--- src/include/ecp_pkg.sv ---
// Package for the extended card properties register image
// Overview of operation
// - The image is 512 bytes, addressed by byte index 0 to 511.
// - The top 320 byte positions (192 to 511) form the read-only properties segment.
// - Host writes never change a properties byte; it keeps its factory value.
// - The lowest 192 byte positions (0 to 191) form the modes segment that selects the running configuration.
// - Outside reset, modes change only via Switch, which updates only byte 191, the command set byte; set, clear and write to other modes bytes are refused.
// - Byte 224, the large erase unit size, reads as zero.
// - Byte 222, the atomic write sector count, reads as one sector.
// - Byte 221, the large protect unit size, reads as zero.
// - Power-class bytes 200 to 203 read as zero.
// - Minimum rate bytes 205 to 210 read as 8.
// - Every reserved byte reads as zero.
package ecp_pkg;
	localparam int        ECP_IMAGE_BYTES   = 512;
	localparam int        ECP_MODES_BYTES   = 192;
	localparam logic [8:0] ECP_LAST_INDEX   = 9'h1ff;

	// Byte offsets
	localparam logic [8:0] OFS_CMD_SET_SEL  = 9'h0bf;
	localparam logic [8:0] OFS_EXT_REV      = 9'h0c0;
	localparam logic [8:0] OFS_STRUCT_VER   = 9'h0c2;
	localparam logic [8:0] OFS_SPEED_TYPES  = 9'h0c4;
	localparam logic [8:0] OFS_PWR_52_LV    = 9'h0c8;
	localparam logic [8:0] OFS_PWR_26_LV    = 9'h0c9;
	localparam logic [8:0] OFS_PWR_52_HV    = 9'h0ca;
	localparam logic [8:0] OFS_PWR_26_HV    = 9'h0cb;
	localparam logic [8:0] OFS_MIN_R_426    = 9'h0cd;
	localparam logic [8:0] OFS_MIN_W_426    = 9'h0ce;
	localparam logic [8:0] OFS_MIN_R_826    = 9'h0cf;
	localparam logic [8:0] OFS_MIN_W_826    = 9'h0d0;
	localparam logic [8:0] OFS_MIN_R_852    = 9'h0d1;
	localparam logic [8:0] OFS_MIN_W_852    = 9'h0d2;
	localparam logic [8:0] OFS_SECTORS_LO   = 9'h0d4;
	localparam logic [8:0] OFS_SECTORS_HI   = 9'h0d7;
	localparam logic [8:0] OFS_SLEEP_TIME   = 9'h0d9;
	localparam logic [8:0] OFS_SLEEP_IO_I   = 9'h0db;
	localparam logic [8:0] OFS_SLEEP_CORE_I = 9'h0dc;
	localparam logic [8:0] OFS_PROTECT_UNIT = 9'h0dd;
	localparam logic [8:0] OFS_ATOMIC_WR    = 9'h0de;
	localparam logic [8:0] OFS_ERASE_FACTOR = 9'h0df;
	localparam logic [8:0] OFS_ERASE_UNIT   = 9'h0e0;
	localparam logic [8:0] OFS_ACCESS_GRAN  = 9'h0e1;
	localparam logic [8:0] OFS_BOOT_SIZE    = 9'h0e2;
	localparam logic [8:0] OFS_BOOT_CAPABILITY_INFO    = 9'h0e4;
	localparam logic [8:0] OFS_CMD_SETS     = 9'h1f8;

	// Factory values
	localparam logic [7:0] RST_CMD_SET_SEL  = 8'h00;
	localparam logic [7:0] VAL_EXT_REV      = 8'h02;
	localparam logic [7:0] VAL_STRUCT_VER   = 8'h02;
	localparam logic [7:0] VAL_SPEED_TYPES  = 8'h03;
	localparam logic [7:0] VAL_PWR_CLASS    = 8'h00;
	localparam logic [7:0] VAL_MIN_RATE     = 8'h08;
	localparam logic [7:0] VAL_PROTECT_UNIT = 8'h00;
	localparam logic [7:0] VAL_ATOMIC_WR    = 8'h01;
	localparam logic [7:0] VAL_ERASE_FACTOR = 8'h00;
	localparam logic [7:0] VAL_ERASE_UNIT   = 8'h00;
	localparam logic [7:0] VAL_ACCESS_GRAN  = 8'h00;
	localparam logic [7:0] VAL_BOOT_CAPABILITY_INFO    = 8'h01;
	localparam logic [7:0] VAL_CMD_SETS     = 8'h00;
	localparam logic [7:0] VAL_RESERVED     = 8'h00;

	// Switch access modes (command set change, set bits, clear bits, write byte)
	typedef enum logic [1:0] {
		SW_CMD_SET = 2'b00,
		SW_SET_BITS = 2'b01,
		SW_CLR_BITS = 2'b10,
		SW_WRITE   = 2'b11
	} ecp_access_t;

	typedef struct packed {
		logic        valid;
		ecp_access_t access;
		logic [8:0]  index;
		logic [7:0]  value;
	} ecp_switch_t;

	typedef struct packed {
		logic       valid;
		logic [8:0] index;
	} ecp_read_t;

	typedef struct packed {
		logic       valid;
		logic [7:0] data;
	} ecp_rdata_t;
endpackage

--- src/verilog/ecp_regs.sv ---
// Extended card properties register image with Switch-command update port
`timescale 1ns/1ns
module ecp_regs
	import ecp_pkg::*;
#(
	parameter logic [31:0] SECTOR_COUNT    = 32'h00000000,
	parameter logic [7:0]  SLEEP_TIME      = 8'h00,
	parameter logic [7:0]  SLEEP_IO_I      = 8'h00,
	parameter logic [7:0]  SLEEP_CORE_I    = 8'h00,
	parameter logic [7:0]  BOOT_SIZE_MULT  = 8'h02
) (
	input  wire logic                clock,
	input  wire logic                rst_n,
	input  wire ecp_pkg::ecp_switch_t sw,
	output      logic                sw_done,
	output      logic                sw_error,
	input  wire ecp_pkg::ecp_read_t  rd,
	output      ecp_pkg::ecp_rdata_t rdata,
	output      logic [7:0]          cmd_set_select
);
	import ecp_pkg::*;

	typedef struct packed {
		logic [7:0] cmd_set;
		logic       done;
		logic       error;
		ecp_rdata_t rdata;
	} ecp_state_t;

	ecp_state_t s_q;
	ecp_state_t s_d;

	// Properties and reserved bytes are fixed; only the writable mode byte is stored
	function automatic logic [7:0] image_byte(input logic [8:0] idx, input logic [7:0] cmd_set);
		logic [7:0] b;
		b = VAL_RESERVED;
		case (idx)
			OFS_CMD_SET_SEL:  b = cmd_set;
			OFS_EXT_REV:      b = VAL_EXT_REV;
			OFS_STRUCT_VER:   b = VAL_STRUCT_VER;
			OFS_SPEED_TYPES:  b = VAL_SPEED_TYPES;
			OFS_PWR_52_LV,
			OFS_PWR_26_LV,
			OFS_PWR_52_HV,
			OFS_PWR_26_HV:    b = VAL_PWR_CLASS;
			OFS_MIN_R_426,
			OFS_MIN_W_426,
			OFS_MIN_R_826,
			OFS_MIN_W_826,
			OFS_MIN_R_852,
			OFS_MIN_W_852:    b = VAL_MIN_RATE;
			OFS_SLEEP_TIME:   b = SLEEP_TIME;
			OFS_SLEEP_IO_I:   b = SLEEP_IO_I;
			OFS_SLEEP_CORE_I: b = SLEEP_CORE_I;
			OFS_PROTECT_UNIT: b = VAL_PROTECT_UNIT;
			OFS_ATOMIC_WR:    b = VAL_ATOMIC_WR;
			OFS_ERASE_FACTOR: b = VAL_ERASE_FACTOR;
			OFS_ERASE_UNIT:   b = VAL_ERASE_UNIT;
			OFS_ACCESS_GRAN:  b = VAL_ACCESS_GRAN;
			OFS_BOOT_SIZE:    b = BOOT_SIZE_MULT;
			OFS_BOOT_CAPABILITY_INFO:    b = VAL_BOOT_CAPABILITY_INFO;
			OFS_CMD_SETS:     b = VAL_CMD_SETS;
			default: begin
				if (idx >= OFS_SECTORS_LO && idx <= OFS_SECTORS_HI) begin
					b = SECTOR_COUNT[(idx - OFS_SECTORS_LO) * 8 +: 8];
				end
			end
		endcase
		return b;
	endfunction

	always_comb begin
		s_d       = s_q;
		s_d.done  = 1'b0;
		s_d.error = 1'b0;
		s_d.rdata = '{valid: 1'b0, data: VAL_RESERVED};
		if (sw.valid) begin
			s_d.done = 1'b1;
			// Only the stored mode byte accepts set, clear and write; a command set change is taken at any index; everything else is refused
			if (sw.index == OFS_CMD_SET_SEL && sw.access != SW_CMD_SET) begin
				case (sw.access)
					SW_SET_BITS: s_d.cmd_set = s_q.cmd_set | sw.value;
					SW_CLR_BITS: s_d.cmd_set = s_q.cmd_set & ~sw.value;
					SW_WRITE:    s_d.cmd_set = sw.value;
					default:     s_d.cmd_set = s_q.cmd_set;
				endcase
			end else if (sw.access == SW_CMD_SET) begin
				s_d.cmd_set = sw.value;
			end else begin
				s_d.error = 1'b1;
			end
		end
		if (rd.valid) begin
			s_d.rdata.valid = 1'b1;
			s_d.rdata.data  = image_byte(rd.index, s_q.cmd_set);
		end
	end

	always_ff @(posedge clock) begin
		if (!rst_n) begin
			s_q <= '{cmd_set: RST_CMD_SET_SEL, done: 1'b0, error: 1'b0,
				rdata: '{valid: 1'b0, data: VAL_RESERVED}};
		end else begin
			s_q <= s_d;
		end
	end

	assign sw_done        = s_q.done;
	assign sw_error       = s_q.error;
	assign rdata          = s_q.rdata;
	assign cmd_set_select = s_q.cmd_set;

	a_fixed_bytes: assert property (@(posedge clock) disable iff (!rst_n)
		rd.valid && rd.index == OFS_ERASE_UNIT |=> rdata.valid && rdata.data == 8'h00)
		else $error("erase unit byte not zero");
	a_atomic_one: assert property (@(posedge clock) disable iff (!rst_n)
		rd.valid && rd.index == OFS_ATOMIC_WR |=> rdata.data == 8'h01)
		else $error("atomic write count not one");
	a_protect_zero: assert property (@(posedge clock) disable iff (!rst_n)
		rd.valid && rd.index == OFS_PROTECT_UNIT |=> rdata.data == 8'h00)
		else $error("protect unit byte not zero");
	a_power_zero: assert property (@(posedge clock) disable iff (!rst_n)
		rd.valid && rd.index >= OFS_PWR_52_LV && rd.index <= OFS_PWR_26_HV |=> rdata.data == 8'h00)
		else $error("power class byte not zero");
	a_min_rate: assert property (@(posedge clock) disable iff (!rst_n)
		rd.valid && rd.index >= OFS_MIN_R_426 && rd.index <= OFS_MIN_W_852 |=> rdata.data == 8'h08)
		else $error("minimum rate byte not eight");
	a_reserved_zero: assert property (@(posedge clock) disable iff (!rst_n)
		rd.valid && ((rd.index > OFS_EXT_REV && rd.index < OFS_STRUCT_VER) || rd.index > OFS_CMD_SETS
			|| rd.index < OFS_CMD_SET_SEL) |=> rdata.data == 8'h00)
		else $error("reserved byte not zero");
	a_ro_refused: assert property (@(posedge clock) disable iff (!rst_n)
		sw.valid && sw.access != SW_CMD_SET && sw.index != OFS_CMD_SET_SEL
		|=> sw_error && $stable(cmd_set_select))
		else $error("write to fixed byte not refused");
	a_switch_write: assert property (@(posedge clock) disable iff (!rst_n)
		sw.valid && sw.access == SW_WRITE && sw.index == OFS_CMD_SET_SEL
		|=> sw_done && !sw_error && cmd_set_select == $past(sw.value))
		else $error("switch write not applied");
	a_read_mode: assert property (@(posedge clock) disable iff (!rst_n)
		rd.valid && rd.index == OFS_CMD_SET_SEL && !sw.valid |=> rdata.data == cmd_set_select)
		else $error("mode byte read mismatch");

	// Handshake pulses and reset state
	a_done_pulse: assert property (@(posedge clock) disable iff (!rst_n)
		sw.valid
		|=> sw_done)
		else $error("switch not acknowledged");

	a_done_idle: assert property (@(posedge clock) disable iff (!rst_n)
		!sw.valid
		|=> !sw_done && !sw_error)
		else $error("switch acknowledge without request");

	a_error_done: assert property (@(posedge clock) disable iff (!rst_n)
		sw_error
		|-> sw_done)
		else $error("refusal without acknowledge");

	a_rdata_pulse: assert property (@(posedge clock) disable iff (!rst_n)
		rd.valid
		|=> rdata.valid)
		else $error("read not answered");

	a_rdata_idle: assert property (@(posedge clock) disable iff (!rst_n)
		!rd.valid
		|=> !rdata.valid && rdata.data == VAL_RESERVED)
		else $error("read data without request");

	// No disable here: this one watches the reset itself
	a_reset_clear: assert property (@(posedge clock)
		!rst_n
		|=> !sw_done && !sw_error && !rdata.valid && cmd_set_select == RST_CMD_SET_SEL)
		else $error("outputs not cleared by reset");

	// Switch updates of the single stored mode byte
	a_set_bits: assert property (@(posedge clock) disable iff (!rst_n)
		sw.valid && sw.access == SW_SET_BITS && sw.index == OFS_CMD_SET_SEL
		|=> cmd_set_select == ($past(cmd_set_select) | $past(sw.value)))
		else $error("set bits not applied");

	a_clr_bits: assert property (@(posedge clock) disable iff (!rst_n)
		sw.valid && sw.access == SW_CLR_BITS && sw.index == OFS_CMD_SET_SEL
		|=> cmd_set_select == ($past(cmd_set_select) & ~$past(sw.value)))
		else $error("clear bits not applied");

	a_cmd_set_any: assert property (@(posedge clock) disable iff (!rst_n)
		sw.valid && sw.access == SW_CMD_SET
		|=> sw_done && !sw_error && cmd_set_select == $past(sw.value))
		else $error("command set change not applied");

	a_mode_accepted: assert property (@(posedge clock) disable iff (!rst_n)
		sw.valid && sw.index == OFS_CMD_SET_SEL
		|=> sw_done && !sw_error)
		else $error("switch to mode byte refused");

	// Sampled reset in the antecedent keeps the reset edge itself out
	a_mode_hold: assert property (@(posedge clock) disable iff (!rst_n)
		rst_n && !sw.valid
		|=> $stable(cmd_set_select))
		else $error("mode byte changed without switch");

	a_props_refused: assert property (@(posedge clock) disable iff (!rst_n)
		sw.valid && sw.access != SW_CMD_SET && sw.index >= OFS_EXT_REV
		|=> sw_error && $stable(cmd_set_select))
		else $error("properties byte accepted a switch");

	a_modes_refused: assert property (@(posedge clock) disable iff (!rst_n)
		sw.valid && sw.access != SW_CMD_SET && sw.index < OFS_CMD_SET_SEL
		|=> sw_error && $stable(cmd_set_select))
		else $error("unimplemented mode byte accepted a switch");

	a_read_old: assert property (@(posedge clock) disable iff (!rst_n)
		rd.valid && rd.index == OFS_CMD_SET_SEL
		|=> rdata.valid && rdata.data == $past(cmd_set_select))
		else $error("mode byte read not the held value");

	// Fixed properties bytes, build-time figures included
	a_ext_rev: assert property (@(posedge clock) disable iff (!rst_n)
		rd.valid && rd.index == OFS_EXT_REV
		|=> rdata.data == VAL_EXT_REV)
		else $error("revision byte wrong");

	a_struct_ver: assert property (@(posedge clock) disable iff (!rst_n)
		rd.valid && rd.index == OFS_STRUCT_VER
		|=> rdata.data == VAL_STRUCT_VER)
		else $error("structure version byte wrong");

	a_speed_types: assert property (@(posedge clock) disable iff (!rst_n)
		rd.valid && rd.index == OFS_SPEED_TYPES
		|=> rdata.data == VAL_SPEED_TYPES)
		else $error("speed types byte wrong");

	a_erase_factor: assert property (@(posedge clock) disable iff (!rst_n)
		rd.valid && rd.index == OFS_ERASE_FACTOR
		|=> rdata.data == VAL_ERASE_FACTOR)
		else $error("erase time factor byte wrong");

	a_access_gran: assert property (@(posedge clock) disable iff (!rst_n)
		rd.valid && rd.index == OFS_ACCESS_GRAN
		|=> rdata.data == VAL_ACCESS_GRAN)
		else $error("access granularity byte wrong");

	a_boot_capability_info: assert property (@(posedge clock) disable iff (!rst_n)
		rd.valid && rd.index == OFS_BOOT_CAPABILITY_INFO
		|=> rdata.data == VAL_BOOT_CAPABILITY_INFO)
		else $error("boot capability byte wrong");

	a_cmd_sets: assert property (@(posedge clock) disable iff (!rst_n)
		rd.valid && rd.index == OFS_CMD_SETS
		|=> rdata.data == VAL_CMD_SETS)
		else $error("supported command sets byte wrong");

	a_boot_size: assert property (@(posedge clock) disable iff (!rst_n)
		rd.valid && rd.index == OFS_BOOT_SIZE
		|=> rdata.data == BOOT_SIZE_MULT)
		else $error("boot area size byte wrong");

	a_sleep_time: assert property (@(posedge clock) disable iff (!rst_n)
		rd.valid && rd.index == OFS_SLEEP_TIME
		|=> rdata.data == SLEEP_TIME)
		else $error("sleep time byte wrong");

	a_sleep_io: assert property (@(posedge clock) disable iff (!rst_n)
		rd.valid && rd.index == OFS_SLEEP_IO_I
		|=> rdata.data == SLEEP_IO_I)
		else $error("sleep io current byte wrong");

	a_sleep_core: assert property (@(posedge clock) disable iff (!rst_n)
		rd.valid && rd.index == OFS_SLEEP_CORE_I
		|=> rdata.data == SLEEP_CORE_I)
		else $error("sleep core current byte wrong");

	a_sector_low: assert property (@(posedge clock) disable iff (!rst_n)
		rd.valid && rd.index == OFS_SECTORS_LO
		|=> rdata.data == SECTOR_COUNT[7:0])
		else $error("sector count low byte wrong");

	a_sector_high: assert property (@(posedge clock) disable iff (!rst_n)
		rd.valid && rd.index == OFS_SECTORS_HI
		|=> rdata.data == SECTOR_COUNT[31:24])
		else $error("sector count high byte wrong");

	// Reserved gaps between defined properties bytes
	a_type_gap: assert property (@(posedge clock) disable iff (!rst_n)
		rd.valid && rd.index > OFS_SPEED_TYPES && rd.index < OFS_PWR_52_LV
		|=> rdata.data == VAL_RESERVED)
		else $error("reserved byte before power classes not zero");

	a_pwr_gap: assert property (@(posedge clock) disable iff (!rst_n)
		rd.valid && rd.index > OFS_PWR_26_HV && rd.index < OFS_MIN_R_426
		|=> rdata.data == VAL_RESERVED)
		else $error("reserved byte before rate bytes not zero");

	a_rate_gap: assert property (@(posedge clock) disable iff (!rst_n)
		rd.valid && rd.index > OFS_MIN_W_852 && rd.index < OFS_SECTORS_LO
		|=> rdata.data == VAL_RESERVED)
		else $error("reserved byte before sector count not zero");

	a_sector_gap: assert property (@(posedge clock) disable iff (!rst_n)
		rd.valid && rd.index > OFS_SECTORS_HI && rd.index < OFS_SLEEP_TIME
		|=> rdata.data == VAL_RESERVED)
		else $error("reserved byte after sector count not zero");

	a_boot_gap: assert property (@(posedge clock) disable iff (!rst_n)
		rd.valid && rd.index > OFS_BOOT_SIZE && rd.index < OFS_BOOT_CAPABILITY_INFO
		|=> rdata.data == VAL_RESERVED)
		else $error("reserved byte between boot bytes not zero");

	a_cmd_gap: assert property (@(posedge clock) disable iff (!rst_n)
		rd.valid && rd.index > OFS_BOOT_CAPABILITY_INFO && rd.index < OFS_CMD_SETS
		|=> rdata.data == VAL_RESERVED)
		else $error("reserved upper byte not zero");
endmodule

--- config.mk ---
export PLATFORM = sky130hd
export DESIGN_NAME = ecp_regs
export DESIGN_NICKNAME = d
export VERILOG_FILES = /design/src/include/ecp_pkg.sv /design/src/verilog/ecp_regs.sv
export SDC_FILE = /design/constraint.sdc
export NUM_CORES = 1
export LEC_CHECK = 0
export BUFFER_PORTS_ARGS = -buffer_cell sky130_fd_sc_hd__buf_2
export CELL_PAD_IN_SITES_DETAIL_PLACEMENT = 0
export CELL_PAD_IN_SITES_GLOBAL_PLACEMENT = 1
export CORE_AREA = 2 2 58 60
export CTS_CLUSTER_SIZE = 16
export DETAILED_ROUTE_END_ITERATION = 12
export DIE_AREA = 0 0 60 62
export PLACE_DENSITY_LB_ADDON = 0.1
export SYNTH_ARGS = -nofsm -noshare
export SYNTH_HDL_FRONTEND = slang
export SYNTH_SLANG_ARGS = --single-unit
export TNS_END_PERCENT = 50
--- constraint.sdc ---
create_clock -name clock -period 1.2 [get_ports clock]
set_input_delay 0.06 -clock clock [delete_from_list [all_inputs] [get_ports clock]]
set_output_delay 0.06 -clock clock [all_outputs]
set_load 0.005 [all_outputs]
-- Yosys cells after proc, flatten, opt, wreduce, memory -nomap -nowiden
Index checks and enable logic that the tools add are counted.
- logic and storage cells: 65
- flip-flop bits (word level): 19
- output and inout port bits: 19
- shift operators: 1
- magnitude comparators: 2
- mux-type cells: 9
- equality and inequality tests: 30
- bitwise gates (word level): 5
- reductions and logical operators: 12
- add/sub/neg operators: 1
- operators with widths (kind ; count):
    9-bit by 8-bit equality test with 1-bit output (second input constant) ; 25
    8-bit case mux with 6 select lines ; 1
    32-bit by 33-bit variable part select with 8-bit output (first input constant) ; 1
    8-bit 2-to-1 mux ; 3
    8-bit case mux with 3 select lines ; 1
    12-bit OR reduction ; 1
    9-bit by 8-bit subtractor with 10-bit output (second input constant) ; 1
    9-bit equality test (second input constant) ; 1
    9-bit by 8-bit greater-or-equal comparator with 1-bit output (second input constant) ; 1
    9-bit by 8-bit less-or-equal comparator with 1-bit output (second input constant) ; 1
    9-bit 2-to-1 mux ; 1
    8-bit AND ; 1
    8-bit inverter ; 1
    8-bit OR ; 1
    3-bit OR reduction ; 2
    6-bit OR reduction ; 1
    2-bit equality test (second input constant) ; 2
    4-bit by 1-bit inequality test with 1-bit output (second input constant) ; 1
    2-bit nonzero test ; 2
    3-bit AND reduction ; 1
    2-bit by 1-bit equality test with 1-bit output (second input constant) ; 1
    1-bit logical AND ; 2
    2-bit zero test ; 1
    1-bit 2-to-1 mux ; 2
    other kinds (4) ; 5

-- Depth between registers and ports, before layout
- depth after elaboration: 5
- mapped depth: 4
- mapped depth without buffers: 4

-- Worst setup path before layout
Ideal clock, no wire load.
- path type: input-to-reg
- from: in sw[16] (netlist name)
- to: reg s_q (netlist bit cmd_set_select[0])
- stages on the path: 4
- slack: 0.201 ns
- setup time: 0.070 ns
- data arrival time: 0.929 ns
- path through: and4bb_2 -> nand2_2 -> o31ai_4 -> o2bb2ai_1
- cells in the longest elaborated chain, start to end: 4
- RTL lines (element ; line ; source):
    start: declaration ; ecp_regs.sv:14 ; input wire ecp_pkg::ecp_switch_t sw,
    9-bit by 8-bit equality test with 1-bit output (*) ; ecp_regs.sv:80 ; if (sw.index == OFS_CMD_SET_SEL && sw.access != SW_CMD_SET) begin
    1-bit logical AND (*) ; ecp_regs.sv:80 ;
    4-bit by 1-bit inequality test with 1-bit output (no line) / 2-bit nonzero test (equally long branches) ; - ;
    3-bit AND reduction (no line) ; - ;
    end signal: assignment ; ecp_regs.sv:101 ; s_q <= '{cmd_set: RST_CMD_SET_SEL, done: 1'b0, error: 1'b0,
    end: declaration ; ecp_regs.sv:30 ; ecp_state_t s_q;
Mark *: on every way between the ends. The rest lies on a longest branch, timed or not.
A chain may end at the register's enable or synchronous reset.

-- Final worst setup path
- from: reg s_q (netlist bit cmd_set_select[7])
- to: out cmd_set_select[7]
- RTL lines (element ; line ; source):
    end: declaration ; ecp_regs.sv:19 ; output logic [7:0] cmd_set_select
No word-level cell between the ends.

==> metrics.txt <==
Max FO, Critical Path=3; Synth top area share=45.0%; required time of the critical path=1140 ps; ranking of synthesized cells by area=dfxtp_1 (45%), o2bb2ai_1 (8.3%), nor2_1 (7.1%), o21ai_0 (5.3%), nand2_1 (4.9%); FF+latch count, synth=19; Post-CTS Hold Fix Bufs=8; synth-to-layout area growth=51.8%; number of cells upsized or downsized after cts=0; Mapped Area=846 sq um; # H-tree levels=1; number of synthesis warnings=0; via count=912; first-pass iteration count of the detailed router=4; die area=3720 sq um; Post-CTS Setup Repair Bufs=0; TritonCTS clock tree=yes; # DRC=0; setup TNS=0 ps; Final Cell Area=1280 sq um; maximum achievable frequency=1150 MHz; vias per cell=4.43; Worst EP arrival=810 ps; Post-Route WL=2.24 mm; first-pass GRT wire length=3.60 mm; worst-path cell chain=buf_2; Hold Crit Class=primary input to flip-flop; Buf+Inv Stages, Crit Path=1; CTS Sinks=19; die width=60 microns; post-synth top area cell=dfxtp_1; Worst Clk Skew=0.674 ps; Max Cap Viol=0; # IOs=51; GRT Overall Usage=12.7%; run status=completed; cells after synthesis=96; grt ovf=0; Slew HR=73.0%; core box area=3180 sq um; Pleak=0.608 nW; num rows=21; dpl hpwl=1.80 mm; Setup CP Type=flip-flop to output pin; vias in the first global route=824; Clock Tree Buf Depth=2; Final #Nets=193; post-synthesis sequential area ratio=45.0%; Die Y-Extent=62 microns; drt wl/cell=10.9 microns; setup violators final=0; initial antenna violation count=0; Syn Nets=128; largest net degree at the start of global routing=12; Ant. Diodes=0; Crit path max-delay family=flip-flops; final hold vios=0; delay of the slowest cell on the worst path=380 ps; placed cell area=1180 sq um; CP max-delay cell=dfxtp_1; Slew @ Worst Pin=403 ps; layout cells sized above 1=39.4%; Routed Antenna Nets=0; final critical-path share of the clock period=72.5%; Clock Tree Root=clkbuf_4; unrepaired setup endpoints after global routing=false; leading cell types in the layout, fill and taps excluded=buf_2 (50), dfxtp_1 (19), nor2_1 (16), nand2_1 (11), o21ai_0 (9); Initial Util=26.6%; startpoint types=flip-flop; Iter 0 DRT Violations=22; commonest non-fill, non-tap cell in the layout=buf_2; crit path capture type=output pin; min cycle time layout=870 ps; Slew Limit Fails=0; mean post-synth cell area=8.81 sq um; Worst-Skew Late Latency=290 ps; Peak VDD IR=0.317 mV; number of CTS-inserted buffers=3; PD cells=905 nW/um^2; GP Congestion=0.687; IO buf count=50; count of different cell masters after synthesis=27; Worst-path clk slew=110 ps
[routing by layer]
metal  up-vias  part of all wire [%]  GRT usage [%]
li1        477                     -              -
met1       401                    44           15.1
met2        32                    49           22.8
met3         2                   5.8           2.48
met4         0                  0.94           4.76
met5         -                     0              0
[logic make-up (layout without fill, tap and decap cells)]
kind of cell / count (synthesis) / in the layout / synth area share, %
AO/OA/AOI/OAI: 25 / 25 / 22.8
buffers and inverters: 5 / 69 / 2.22
flip-flops: 19 / 19 / 45.0
multiplexers: 1 / 1 / 1.18
AND/OR/NAND/NOR: 46 / 46 / 28.8
[power by group]
part           switching, mW  internal, mW  total [mW]
sequential           0.00856         0.645       0.654
clock                  0.196         0.124       0.320
combinational         0.0894        0.0987       0.188
total                  0.294         0.868        1.16
[final timing paths]
| check | from | to | slack (ps) | cells past startpoint |
|---|---|---|---|---|
| worst max-delay path | cmd_set_select[7]$_SDFFE_PN0P_ | cmd_set_select[7] | 330 | 1 |
| worst min-delay path | rd[9] | rdata[3]$_SDFF_PN0_ | 70 | 3 |
| worst max register to register | cmd_set_select[1]$_SDFFE_PN0P_ | rdata[1]$_SDFF_PN0_ | 520 | 2 |
| worst min register to register | cmd_set_select[5]$_SDFFE_PN0P_ | cmd_set_select[5]$_SDFFE_PN0P_ | 490 | 2 |
[metrics by stage]
stage	hold slack (ps)	power (mW)	setup WS, ps	instances	util (%)
2_1_floorplan	177	0.735	201	96	-
3_3_place_gp	275	0.836	62.2	194	37.0
3_5_place_dp	281	0.839	32.2	194	37.0
4_1_cts	58.0	1.18	318	206	40.4
5_1_grt	95.9	1.22	268	206	40.4
6_report	73.6	1.16	330	206	40.4
[registers in the layout (all words and copies together), names as in the netlist]
register / count
rdata: 9
sw_done: 1
sw_error: 1
cmd_set_select: 8
[cell usage after synthesis]
master,instances
a2111oi_0,1
a21oi_1,1
a31oi_2,1
a32oi_1,2
and2_1,1
and3_1,5
and4_1,1
and4bb_2,1
clkbuf_1,2
dfxtp_1,19
inv_1,3
mux2i_1,1
nand2_1,11
nand2_2,1
nand2b_1,1
nand3_1,4
nand3b_1,1
nand4b_1,1
nor2_1,16
nor3_1,1
nor4b_4,1
o211ai_1,1
o21ai_0,9
o21ai_1,1
o2bb2ai_1,8
o31ai_4,1
or3_1,1
[final cells by class]
cell class	count	area (sq um)
clock buffers	3	22.5
repair buffers	62	360
fillers	346	1900
multi-input cells	72	447
inverters	3	11.3
flip-flops and latches	19	380
well taps	46	57.6
clock inverters	1	5.00
Note: power is estimated with default switching activity, not from simulation.
